`config.mk`:
```
export PLATFORM = sky130hd
export DESIGN_NAME = spd_driver_logic
export DESIGN_NICKNAME = d
export VERILOG_FILES = /design/src/hw/spd_shift_chain.v /design/src/hw/spd_driver_logic.v
export VERILOG_INCLUDE_DIRS = /design/src /design/src/hw
export SDC_FILE = /design/constraint.sdc
export NUM_CORES = 1
export LEC_CHECK = 0
export ABC_AREA = 0
export BUFFER_PORTS_ARGS = -buffer_cell sky130_fd_sc_hd__buf_4
export CAP_MARGIN = 20
export CORE_MARGIN = 2
export CORE_UTILIZATION = 60
export DETAILED_ROUTE_END_ITERATION = 16
export GPL_TIMING_DRIVEN = 0
export PLACE_DENSITY = 0.88
export SETUP_SLACK_MARGIN = 0.5
export SYNTH_ARGS = -nofsm -noshare
export SYNTH_HDL_FRONTEND = slang
export SYNTH_SLANG_ARGS = --single-unit
```
`constraint.sdc`:
```
create_clock -name clk_i -period 5.1 [get_ports clk_i]
set_input_delay 1.02 -clock clk_i [delete_from_list [all_inputs] [get_ports clk_i]]
set_output_delay 1.02 -clock clk_i [all_outputs]
set_load 0.05 [all_outputs]
```
`src/hw/spd_defines.vh`:
```
// constants for the serial-to-parallel high-voltage driver logic
`ifndef SPD_DEFINES_VH
`define SPD_DEFINES_VH

// shift chain and output latch width
`define SPD_NUM_STAGES 16
`define SPD_MSB 15
`define SPD_ALL_ZERO 16'h0000

// system clock period in ns
`define SPD_CLK_PERIOD_NS 8

// shortest legal shift clock period in ns
`define SPD_SHIFT_PERIOD_NS 2000
// shortest legal high or low phase of the shift clock in ns
`define SPD_PULSE_WIDTH_NS 1000

// least times round up to whole cycles
`define SPD_SHIFT_PERIOD_CYC \
  ((`SPD_SHIFT_PERIOD_NS + `SPD_CLK_PERIOD_NS - 1) / `SPD_CLK_PERIOD_NS)
`define SPD_PULSE_WIDTH_CYC \
  ((`SPD_PULSE_WIDTH_NS + `SPD_CLK_PERIOD_NS - 1) / `SPD_CLK_PERIOD_NS)

// timing counter width and saturation value
`define SPD_TCNT_W 9
`define SPD_TCNT_MAX 9'h1FF

// shift counter width for the fill tracker
`define SPD_FILL_W 5
`define SPD_FILL_FULL 5'h10

`endif

```
`src/hw/spd_shift_chain.v`:
```
// sixteen-stage serial shift chain with registered stages
`timescale 1ns/10ps
`include "spd_defines.vh"

module spd_shift_chain (
  input wire clk_i,
  input wire arst_n_i,
  input wire shift_en_i,
  input wire serial_in_i,
  output wire [`SPD_MSB:0] stages_o,
  output wire [`SPD_MSB:0] stages_next_o
);

  reg [`SPD_MSB:0] stages_q;
  wire [`SPD_MSB:0] stages_d;

  ////////////////////////////////////////////////////////////////////////
  // sixteen stages
  assign stages_d[0] = shift_en_i ? serial_in_i : stages_q[0];

  genvar g;
  generate
    for (g = 1; g < `SPD_NUM_STAGES; g = g + 1)
    begin : g_stage
      assign stages_d[g] = shift_en_i ? stages_q[g-1] : stages_q[g];
    end
  endgenerate

  ////////////////////////////////////////////////////////////////////////
  // hold between edges
  always @(posedge clk_i or negedge arst_n_i)
  begin
    if (!arst_n_i)
    begin
      stages_q <= `SPD_ALL_ZERO;
    end
    else
    begin
      stages_q <= stages_d;
    end
  end

  assign stages_o = stages_q;
  assign stages_next_o = stages_d;

endmodule // spd_shift_chain

```
`src/hw/spd_driver_logic.v`:
```
// control logic of a 16-channel serial-to-parallel high-voltage driver
`timescale 1ns/10ps
`include "spd_defines.vh"

// Overview of operation
// - each rising shift clock edge moves the chain one stage, input first.
// - the shift chain has exactly sixteen stages, one per output channel.
// - a stage takes its predecessor's old value and holds between edges.
// - the last stage drives the serial output for daisy chaining.
// - serial output changes only on the falling shift clock edge.
// - latch gate low makes the output latch follow the shift chain.
// - latch gate high freezes the output latch regardless of shifting.
// - outputs come from the latch combined with polarity, never the chain.
// - polarity low inverts every output; polarity high passes latch bits.
// - backplane is high when polarity low, low when high, data ignored.
module spd_driver_logic (
  input wire clk_i,
  input wire arst_n_i,
  input wire shift_clk_i,
  input wire serial_in_i,
  input wire latch_gate_n_i,
  input wire invert_select_n_i,
  output wire serial_out_o,
  output wire [`SPD_MSB:0] high_side_outputs_o,
  output wire backplane_drive_o,
  output wire contents_known_o,
  output wire shift_rate_error_o
);

  ////////////////////////////////////////////////////////////////////////
  // shift clock edge detector states
  localparam [2:0] ST_UNKNOWN = 3'h1;
  localparam [2:0] ST_LOW = 3'h2;
  localparam [2:0] ST_HIGH = 3'h4;

  localparam integer PERIOD_INT = `SPD_SHIFT_PERIOD_CYC;
  localparam integer WIDTH_INT = `SPD_PULSE_WIDTH_CYC;
  localparam [`SPD_TCNT_W-1:0] PERIOD_CYC = PERIOD_INT[`SPD_TCNT_W-1:0];
  localparam [`SPD_TCNT_W-1:0] WIDTH_CYC = WIDTH_INT[`SPD_TCNT_W-1:0];

  // output value of a channel from its latch bit and the polarity pin
  function [`SPD_MSB:0] apply_polarity;
    input [`SPD_MSB:0] latch_bits;
    input invert_n;
    begin
      apply_polarity = invert_n ? latch_bits : ~latch_bits;
    end
  endfunction

  reg [2:0] state_q;
  reg [2:0] state_d;
  reg rise_edge;
  reg fall_edge;

  reg serial_out_q;
  reg [`SPD_MSB:0] latch_q;
  reg [`SPD_MSB:0] latch_d;
  reg [`SPD_MSB:0] outputs_q;
  reg backplane_q;
  reg [`SPD_FILL_W-1:0] fill_q;
  reg known_q;
  reg [`SPD_TCNT_W-1:0] period_cnt_q;
  reg [`SPD_TCNT_W-1:0] phase_cnt_q;
  reg period_seen_q;
  reg rate_err_q;

  wire [`SPD_MSB:0] stages;
  wire [`SPD_MSB:0] stages_next;

  ////////////////////////////////////////////////////////////////////////
  // pin is sampled as-is; the unknown state blocks a false edge after reset
  always @*
  begin
    state_d = state_q;
    rise_edge = 1'b0;
    fall_edge = 1'b0;
    case (state_q)
      ST_UNKNOWN:
      begin
        state_d = shift_clk_i ? ST_HIGH : ST_LOW;
      end
      ST_LOW:
      begin
        if (shift_clk_i)
        begin
          state_d = ST_HIGH;
          rise_edge = 1'b1;
        end
      end
      ST_HIGH:
      begin
        if (!shift_clk_i)
        begin
          state_d = ST_LOW;
          fall_edge = 1'b1;
        end
      end
      default:
      begin
        state_d = ST_UNKNOWN;
      end
    endcase
  end

  always @(posedge clk_i or negedge arst_n_i)
  begin
    if (!arst_n_i)
    begin
      state_q <= ST_UNKNOWN;
    end
    else
    begin
      state_q <= state_d;
    end
  end

  ////////////////////////////////////////////////////////////////////////
  // advance on rising edge
  spd_shift_chain u_chain (
    .clk_i(clk_i),
    .arst_n_i(arst_n_i),
    .shift_en_i(rise_edge),
    .serial_in_i(serial_in_i),
    .stages_o(stages),
    .stages_next_o(stages_next)
  );

  ////////////////////////////////////////////////////////////////////////
  // latch uses the chain's next value so it tracks a shift in the same cycle
  always @*
  begin
    latch_d = latch_gate_n_i ? latch_q : stages_next;
  end

  always @(posedge clk_i or negedge arst_n_i)
  begin
    if (!arst_n_i)
    begin
      latch_q <= `SPD_ALL_ZERO;
      outputs_q <= `SPD_ALL_ZERO;
      backplane_q <= 1'b0;
      serial_out_q <= 1'b0;
    end
    else
    begin
      latch_q <= latch_d;
      outputs_q <= apply_polarity(latch_d, invert_select_n_i);
      backplane_q <= ~invert_select_n_i;
      if (fall_edge)
      begin
        serial_out_q <= stages[`SPD_MSB];
      end
    end
  end

  ////////////////////////////////////////////////////////////////////////
  // known after sixteen shifts latched
  // a latch with the gate held low across the fill also counts
  always @(posedge clk_i or negedge arst_n_i)
  begin
    if (!arst_n_i)
    begin
      fill_q <= {`SPD_FILL_W{1'b0}};
      known_q <= 1'b0;
    end
    else
    begin
      if (rise_edge && (fill_q != `SPD_FILL_FULL))
      begin
        fill_q <= fill_q + 1'b1;
      end
      if (!latch_gate_n_i && (fill_q == `SPD_FILL_FULL))
      begin
        known_q <= 1'b1;
      end
    end
  end

  ////////////////////////////////////////////////////////////////////////
  // watch host shift rate
  // flag is sticky until reset; it only reports, shifting is never blocked
  always @(posedge clk_i or negedge arst_n_i)
  begin
    if (!arst_n_i)
    begin
      period_cnt_q <= {`SPD_TCNT_W{1'b0}};
      phase_cnt_q <= {`SPD_TCNT_W{1'b0}};
      period_seen_q <= 1'b0;
      rate_err_q <= 1'b0;
    end
    else
    begin
      if (rise_edge)
      begin
        period_cnt_q <= {`SPD_TCNT_W{1'b0}};
        period_seen_q <= 1'b1;
      end
      else if (period_cnt_q != `SPD_TCNT_MAX)
      begin
        period_cnt_q <= period_cnt_q + 1'b1;
      end
      if (rise_edge || fall_edge)
      begin
        phase_cnt_q <= {`SPD_TCNT_W{1'b0}};
      end
      else if (phase_cnt_q != `SPD_TCNT_MAX)
      begin
        phase_cnt_q <= phase_cnt_q + 1'b1;
      end
      // counts lag the edge by one; limit less one cannot wrap at saturation
      if (rise_edge && period_seen_q &&
          (period_cnt_q < (PERIOD_CYC - 1'b1)))
      begin
        rate_err_q <= 1'b1;
      end
      if ((rise_edge || fall_edge) && period_seen_q &&
          (phase_cnt_q < (WIDTH_CYC - 1'b1)))
      begin
        rate_err_q <= 1'b1;
      end
    end
  end

  assign serial_out_o = serial_out_q;
  assign high_side_outputs_o = outputs_q;
  assign backplane_drive_o = backplane_q;
  assign contents_known_o = known_q;
  assign shift_rate_error_o = rate_err_q;

endmodule // spd_driver_logic

```
### Yosys cells after proc, flatten, opt, wreduce, memory -nomap -nowiden

Cells that the tools add are included.

* $add $sub $neg: 3
* magnitude comparators: 2
* equal/unequal tests: 9
* mux-type cells: 32
* bitwise logic cells: 2
* reduce and logical (&&, ||, !) cells: 12

Operators by type and width (count)
* $mux 9: 4
* $mux 16: 2
* $mux 1: 22
* $add 9x1->9 const B: 2
* $ne 9x9->1 const B: 2
* $not 16->16: 1
* $lt 9x7->1 const B: 1
* $lt 9x8->1 const B: 1
* $mux 3: 3
* $pmux 3 s3: 1
* $logic_and 1x1->1: 6
* $reduce_bool 2->1: 3
* $add 5x1->5 const B: 1
* $eq 5x5->1 const B: 1
* $ne 5x5->1 const B: 1
* $ne 2x2->1 const B: 2
* $eq 3x1->1 const B: 1
* $eq 3x2->1 const B: 1
* $eq 3x3->1 const B: 1
* $reduce_and 2->1: 1
* $logic_not 1->1: 1
* $logic_or 1x1->1: 1
* $not 1->1: 1

* register bits: 79
* output and inout bits: 20
* logic and storage cells: 72

### Logic depth before layout (Yosys ltp)

Gate-level depths: netlist of run 1.

* depth after elaboration: 6
* depth in mapped cells: 8

### Modules after synthesis

From an unflattened synthesis of run 1, not the netlist that was laid out.

* cells, all modules: 236
* area total of the unflattened synthesis: 3279.4 µm²

Modules (own cells, without submodules)
* spd_driver_logic: times used 1, cells each 202, area each 2630.0 µm², sequential area each 1577.8 µm²
* spd_shift_chain: times used 1, cells each 34, area each 649.4 µm², sequential area each 400.4 µm²

### Least setup slack after synthesis of run 1

Ideal clock, no wire load.

* kind: input port to flip-flop
* start: in shift_clk_i
* end: reg u_chain.stages_q[0] (netlist: u_chain.stages_o[0])
* setup time: 0.125 ns
* data arrival time: 2.078 ns
* setup slack: 2.897 ns
* stages on the path: 5
* buffers on the path: 3
* cells stage by stage: nor4bb_1 -> buf_2 -> buf_6 -> buf_2 -> mux2_2

* longest elaborated chain between the ends: 3

RTL lines
* start, declared: line spd_driver_logic.v:19 `input wire shift_clk_i,`
* $mux 1: line spd_driver_logic.v:84 `if (shift_clk_i)`
* $mux 1: line spd_driver_logic.v:77 `case (state_q)`
* $mux 1: line spd_shift_chain.v:19 `assign stages_d[0] = shift_en_i ? serial_in_i : stages_q[0];`
* named net stages_next[0]: line spd_driver_logic.v:68 `` wire [`SPD_MSB:0] stages_next; ``
* end signal, assigned: line spd_shift_chain.v:35 `` stages_q <= `SPD_ALL_ZERO; ``
* end signal, assigned: line spd_shift_chain.v:39 `stages_q <= stages_d;`
* end, declared: line spd_shift_chain.v:14 `` reg [`SPD_MSB:0] stages_q; ``

The timed path passes the listed nets, and every way through them passes these cells.
A chain may end at the register's enable or synchronous reset.

### Final worst setup path of run 1

* start: in invert_select_n_i
* end: reg outputs_q[14] (netlist: high_side_outputs_o[14])

* longest elaborated chain between the ends: 1

RTL lines
* start, declared: line spd_driver_logic.v:22 `input wire invert_select_n_i,`
* $mux 16: line spd_driver_logic.v:46 `apply_polarity = invert_n ? latch_bits : ~latch_bits;`
* end signal, assigned: line spd_driver_logic.v:140 `` outputs_q <= `SPD_ALL_ZERO; ``
* end signal, assigned: line spd_driver_logic.v:147 `outputs_q <= apply_polarity(latch_d, invert_select_n_i);`
* end, declared: line spd_driver_logic.v:58 `` reg [`SPD_MSB:0] outputs_q; ``

No other way between the ends.

==> results of run 1 <==
[where the power goes]
group          total, uW  switching (uW)  internal, uW
clock network        610             234           376
logic                649             382           268
registers            930             129           801
total               2190             744          1440
[sequential cells by signal (all words and copies together), names as in the netlist]
name                 count
high_side_outputs_o     16
phase_cnt_q              9
u_chain.stages_o        16
period_seen_q            1
state_q                  3
backplane_drive_o        1
contents_known_o         1
period_cnt_q             9
shift_rate_error_o       1
fill_q                   5
serial_out_o             1
latch_q                 16
[per-layer routing]
metal | GRT usage [%] | share of wire [%]
met5 | 0 | 0
met2 | 37.1 | 49
met1 | 30.9 | 46
met4 | 7.07 | 1.4
met3 | 4.28 | 3.9
[layout make-up]
type,count,area [sq um],area share (%)
Clock inverter,7,145,3.24
Tap cell,77,96.3,2.15
Buffer,21,109,2.43
Timing Repair Buffer,25,188,4.19
Clock buffer,9,124,2.76
Inverter,5,18.8,0.419
Sequential cell,79,1980,44.1
Multi-Input combinational cell,255,1830,40.7
[final timing paths]
kind,startpoint,to,slack (ns),cells after the start
setup / recovery,invert_select_n_i,high_side_outputs_o[14],2.83,5
hold / removal,fill_q[4],fill_q[4],0.49,1
setup reg to reg,phase_cnt_q[0],phase_cnt_q[7],2.98,8
hold reg to reg,fill_q[4],fill_q[4],0.49,1
max in group asynchronous,arst_n_i,u_chain.stages_o[12],3.66,1
min in group asynchronous,arst_n_i,high_side_outputs_o[1],0.82,1
[through the flow]
| stage | hold WS [ns] | util (%) | setup WS [ns] | total power (uW) |
|---|---|---|---|---|
| finish | 0.486 | 70.6 | 2.83 | 2190 |
| global route | 0.514 | 70.6 | 2.74 | 2320 |
| CTS | 0.487 | 70.6 | 2.88 | 2200 |
| detailed placement | 0.466 | 66.4 | 2.52 | 1580 |
| global placement | 0.463 | 66.4 | 2.67 | 1540 |
| floorplan | 0.445 | - | 2.90 | 1400 |
[logic make-up after synthesis]
logic type | count (synthesis) | share of synthesized area, %
adders and majority gates | 6 | 1.91
xor gates and xnor gates | 13 | 2.90
DFF | 79 | 50.3
buffers and inverters | 26 | 3.25
and+or+nand+nor | 151 | 22.0
muxes | 51 | 13.5
AOI/OAI and AO/OA | 34 | 6.11
[worst max-delay path, cell delays in order]
cell and delay (ns):
buf_4 0.10, clkbuf_1 0.29, clkbuf_1 0.47, nor2_1 0.14, a211oi_1 0.45
[layout by cell type, fill, tap and decap left out, types with 3 or more instances in the layout]
| cell | instances |
|---|---|
| nand2_1 | 6 |
| inv_1 | 5 |
| nor2b_1 | 35 |
| buf_2 | 6 |
| ha_1 | 6 |
| or3b_2 | 15 |
| bufinv_16 | 4 |
| clkbuf_8 | 9 |
| xor2_1 | 7 |
| and2_1 | 17 |
| mux2i_1 | 34 |
| o21ai_0 | 8 |
| or3_1 | 5 |
| buf_4 | 27 |
| nand3_1 | 3 |
| xnor2_1 | 6 |
| a211oi_1 | 13 |
| mux2_2 | 17 |
| dfrtp_1 | 78 |
| nor2_1 | 49 |
| nand4b_1 | 4 |
| nand4_1 | 4 |
| clkbuf_1 | 11 |
| a21oi_1 | 6 |
==> impl_results.md, run 1 <==
* Initial core utilization at 61.9%
* Slew @ Worst Pin at 0.965 ns
* Yosys top cell by area: dfrtp_1
* Avg Cell Area, Syn at 10.9 sq um
* Yosys cell types at 41
* Chip Height at 84.9 microns
* Final instance area at between 0.004 and 0.005 sq mm
* GP Congestion at 0.797
* Arr. time, crit path at 2.47 ns
* Vias at 2829
* Fraction of layout cells with a size suffix above 1 at 21.9%
* Hold Fails Final Rpt at 0
* EDFF count, synth at 0
* Post-CTS setup repair buffer count at 0
* Critical Path End Type: register
* CTS tree: built
* Syn. warnings at 0
* I/O pins at 26
* Drc violations at 0
* CP Data Required Time at 5.30 ns
* Synthesis-to-finish area growth at 14.1%
* Die ar. at 0.00722 sq mm
* DR WL/cell at 15.9 microns
* Worst hold path type: reg2reg
* Max Cap Viol at 0
* Synthesized Nets at 372
* Final worst clock skew at 0.00638 ns
* Vias in the first global route at around 2.8k
* Post-synth ARST share at 100%
* Die width at 84.9 microns
* Hold_buf cts at 0
* DR pass1 iterations at 4
* Area after DPL at between 0.004 and 0.005 sq mm
* CTS max path bufs at 2
* Max Clk Rate at 440 MHz
* LEAKAGE at 0.00194 uW
* Post-route clock period utilization at between 40 and 50%
* Largest net degree at the start of global routing at 80
* Minimum clock period at 2.27 ns
* Top cell type's share of synthesized area at roughly half
* Via/cell ratio at 5.92
* P per Cell Area at between 400 and 500 mW/mm^2
* Most frequent cell after synthesis: dfrtp_1
* Port bufs at 25
* Non-filler cells, final at 478
* Total GRT Usage at 22.7%
* Crit path kind: in2reg
* Setup_tns at 0 ns
* CP Launch Type: input port
* Top post-synthesis cells by area: dfrtp_1, mux2i_1, nor2b_1
* Clk slew on worst S/H paths at 0.08 ns
* Mapped Area at 0.00393 sq mm
* Layout filler cell count at 442
* Seq cells post-synth at between 70 and 80
* Drt total wl at 7590 microns
* Final slew viol count at 0
* Post-synthesis sequential area ratio at 50.3%
* Root buf cell: clkbuf_8
* Peak supply drop at 0.324 mV
* Row count at 29
* Clk sink count at 79
* Worst-skew pair later-pin latency at 0.35 ns
* Post-route ant nets at 0
* Relative slew slack at 35.7%
* # diodes at 0
* Core ar. at 0.00635 sq mm
* Crit-path max FO at 10
* Synth cell count leaders: dfrtp_1, nor2_1, nor2b_1, mux2i_1
* Synthesized instance count at between 300 and 400
* Grt total ovfl at 0
* Run status: finished clean
* TritonCTS Buffers at 9
* CTS resizes at 0
* Wire length of the first global-routing pass at 13100 microns
* Final Setup Violations at 0
* HPWL after DPL at 5130 microns
* Initial antenna violation count at 0
* Final #Nets at 408
* H-tree levels at 3
* DRT iter0 DRCs at 156
* Dpl cells at between 400 and 500
* Post-synth top flop: dfrtp_1
* Unrepaired setup endpoints after global routing: no
No activity file was read; power rests on OpenSTA's default activity.
==> inputs of run 2 (changes only) <==
==> constraint.sdc (replaced) <==
create_clock -name clk_i -period 2.2 [get_ports clk_i]
set_input_delay 0.44 -clock clk_i [delete_from_list [all_inputs] [get_ports clk_i]]
set_output_delay 0.44 -clock clk_i [all_outputs]
set_load 0.05 [all_outputs]
==> run 2 against run 1 <==
Against the previous run:
- register-to-register slack lost 2.8 ns
- non-clock buffer count grew 35
- global-route usage grew 1.4 points
- final cell count grew 7.1%
- worst setup slack lost 2.6 ns
- die area is the same
- total power grew 140%
- count of clock-buffer cells in the layout grew 2
- clock skew grew 0.0057 ns
- flip-flop and latch count is the same
- largest cell class is now multi-input combinational cells
==> impl_results.md, run 2 (synthesis results as in run 1) <==
* Port bufs at 25 (unchanged)
* Arr. time, crit path at 2.26 ns (-0.21 ns)
* Grt total ovfl at 0 (unchanged)
* Final slew viol count at 0 (unchanged)
* Most common library cell in the layout ignoring fill and taps: dfrtp_1
* LEAKAGE at 0.00213 uW (+9.9%)
* RR Startpoint: phase_cnt_q[5]
* Via/cell ratio at 6.21 (+4.8%)
* Clk sink count at 79 (unchanged)
* CP Launch Type: register
* Die width at 84.9 microns (unchanged)
* Max Cap Viol at 0 (unchanged)
* Core ar. at 0.00635 sq mm (unchanged)
* Initial core utilization at 61.9% (unchanged)
* Post-route ant nets at 0 (unchanged)
* Final #Nets at 443 (+8.6%)
* Final worst clock skew at 0.0121 ns (+0.00570 ns)
* Die ar. at 0.00722 sq mm (unchanged)
* CP Data Required Time at 2.44 ns (-2.86 ns)
* Seq. cell area at 0.00198 sq mm (about the same)
* CTS max path bufs at 2 (unchanged)
* Total GRT Usage at 24.0% (+1.4 points)
* Worst-skew pair later-pin latency at 0.36 ns (about the same)
* Vias in the first global route at 2955 (+4.2%)
* Critical-path cell list: nand4_1, or2_4, nor2_4, ha_4, buf_8, nand4b_1, buf_4, o21ai_0, a21oi_1
* GP Congestion at 0.752 (-5.7%)
* Reg-to-Reg End: phase_cnt_q[5]
* Clk slew on worst S/H paths at 0.08 ns (about the same)
* Fraction of layout cells with a size suffix above 1 at 35.2% (+13 points)
* Drc violations at 0 (unchanged)
* P per Cell Area at 1060 mW/mm^2 (+120%)
* Minimum clock period at 2.02 ns
* TritonCTS Buffers at 9 (unchanged)
* Post-route clock period utilization at just over 90%
* Hold_buf cts at 0 (unchanged)
* Relative slew slack at 34.4% (-1.3 points)
* Slew @ Worst Pin at 0.984 ns (+0.0191 ns)
* # diodes at 0 (unchanged)
* Root buf cell: clkbuf_8
* Chip Height at 84.9 microns (unchanged)
* I/O pins at 26 (unchanged)
* Pwr Total at 5260 uW (+140%)
* Critical Path End Type: register
* Worst reg2reg setup slack at 0.18 ns (-2.80 ns)
* Initial antenna violation count at 0 (unchanged)
* Drt total wl at 10100 microns (+33%)
* Max Clk Rate at 495 MHz
* Area taken by multi-input logic gates at 0.00200 sq mm (+9.6%)
* Setup_tns at 0 ns (unchanged)
* Row count at 29 (unchanged)
* Final Setup Violations at 0 (unchanged)
* Peak supply drop at 0.923 mV (+180%)
* DR WL/cell at 19.7 microns (+24%)
* CP peak stage delay at 0.41 ns (-0.06 ns)
* CP max-delay cell: dfrtp_1
* Vias at 3177 (+12%)
* Wire length of the first global-routing pass at 13800 microns (+5.2%)
* Hold Fails Final Rpt at 0 (unchanged)
* H-tree levels at 3 (unchanged)
* CP Buf/Inv Count at 2 (-1)
* Run status: finished clean
* DRT iter0 DRCs at 297 (+90%)
* Leading cell types in the layout, fill and taps excluded: dfrtp_1, buf_4, nor2_1
* Worst reg2reg path depth at 9 (+1)
* HPWL after DPL at 5070 microns (-1.1%)
* Largest net degree at the start of global routing at 80 (unchanged)
* Crit path kind: reg2reg
* Worst hold path type: in2async
* Unrepaired setup endpoints after global routing: yes
* Crit-path max FO at 4 (-6)
* CTS tree: built
* CP top delay family: simple AND/OR/NAND/NOR gates
* DR pass1 iterations at 7 (+3)
* Synthesis-to-finish area growth at 26.4%
* Layout filler cell count at 349 (-21%)
## run 2: cell types whose count changed in the layout (fill, tap and decap cells not counted), sizes merged
cell / previous run / this run
bufinv: 4 / 1
clkbuf: 20 / 22
buf: 35 / 70
## run 2: worst max-delay path by stage
stage | cells after the start | startpoint | slack, ns | endpoint
2_1_floorplan | 8 | period_cnt_q[1] | 0.41 | period_cnt_q[5]
3_3_place_gp | 8 | period_cnt_q[0] | 0.32 | period_cnt_q[5]
3_5_place_dp | 8 | period_cnt_q[1] | 0.22 | period_cnt_q[5]
4_1_cts | 8 | phase_cnt_q[1] | 0.37 | phase_cnt_q[6]
5_1_grt | 9 | phase_cnt_q[5] | 0.13 | phase_cnt_q[5]
6_report | 9 | phase_cnt_q[5] | 0.18 | phase_cnt_q[5]
## run 2: worst register-to-register path: stages, from the launching register on
cell and delay, ns:
dfrtp_1 0.41, nand4_1 0.14, or2_4 0.16, nor2_4 0.04, ha_4 0.15, buf_8 0.12, nand4b_1 0.26, buf_4 0.23
o21ai_0 0.25, a21oi_1 0.13
## run 2: per-stage QoR
stage | cells | setup WS [ns] | cell area [sq um] | utilization (%) | hold slack, ns
finish | 512 | 0.180 | 4970 | 78.2 | 0.235
global route | 512 | 0.133 | 4970 | 78.2 | 0.245
global placement | 462 | 0.324 | 4250 | 66.9 | 0.462
detailed placement | 462 | 0.222 | 4250 | 66.9 | 0.469
floorplan | 360 | 0.411 | 3960 | - | 0.144
CTS | 496 | 0.371 | 4590 | 72.3 | 0.260
## run 2: cell type report
class,instances,share of cell area (%)
multi-input cells,255,40.3
flip-flops and latches,79,39.8
repair buffers,60,10.2
plain buffers,21,3.80
clock buffers,11,2.64
well taps,77,1.94
clock inverters,4,0.957
inverters,5,0.378
## run 2: routing by layer
metal	up-vias	global-route usage (%)	routed length, microns
met2	154	38.1	5050
met5	-	0	0
met1	1602	32.9	4180
met3	36	5.74	618
li1	1385	-	-
met4	0	7.79	235
## run 2: timing repair
item / in CTS / in global routing
gates cloned: 0 / 2
endpoints found under the setup margin: 26 / 48
buffers inserted: 19 / 14
resized for setup: 7 / 52
pin swaps: 10 / 13
## run 2: report_power, final
group / leakage, uW / internal, uW / switching (uW) / total (uW)
Combinational: 0.00106 / 939 / 1130 / 2070
Sequential: 0.000985 / 1860 / 292 / 2150
Clock: 0.0000892 / 515 / 522 / 1040
Total: 0.00213 / 3310 / 1940 / 5260
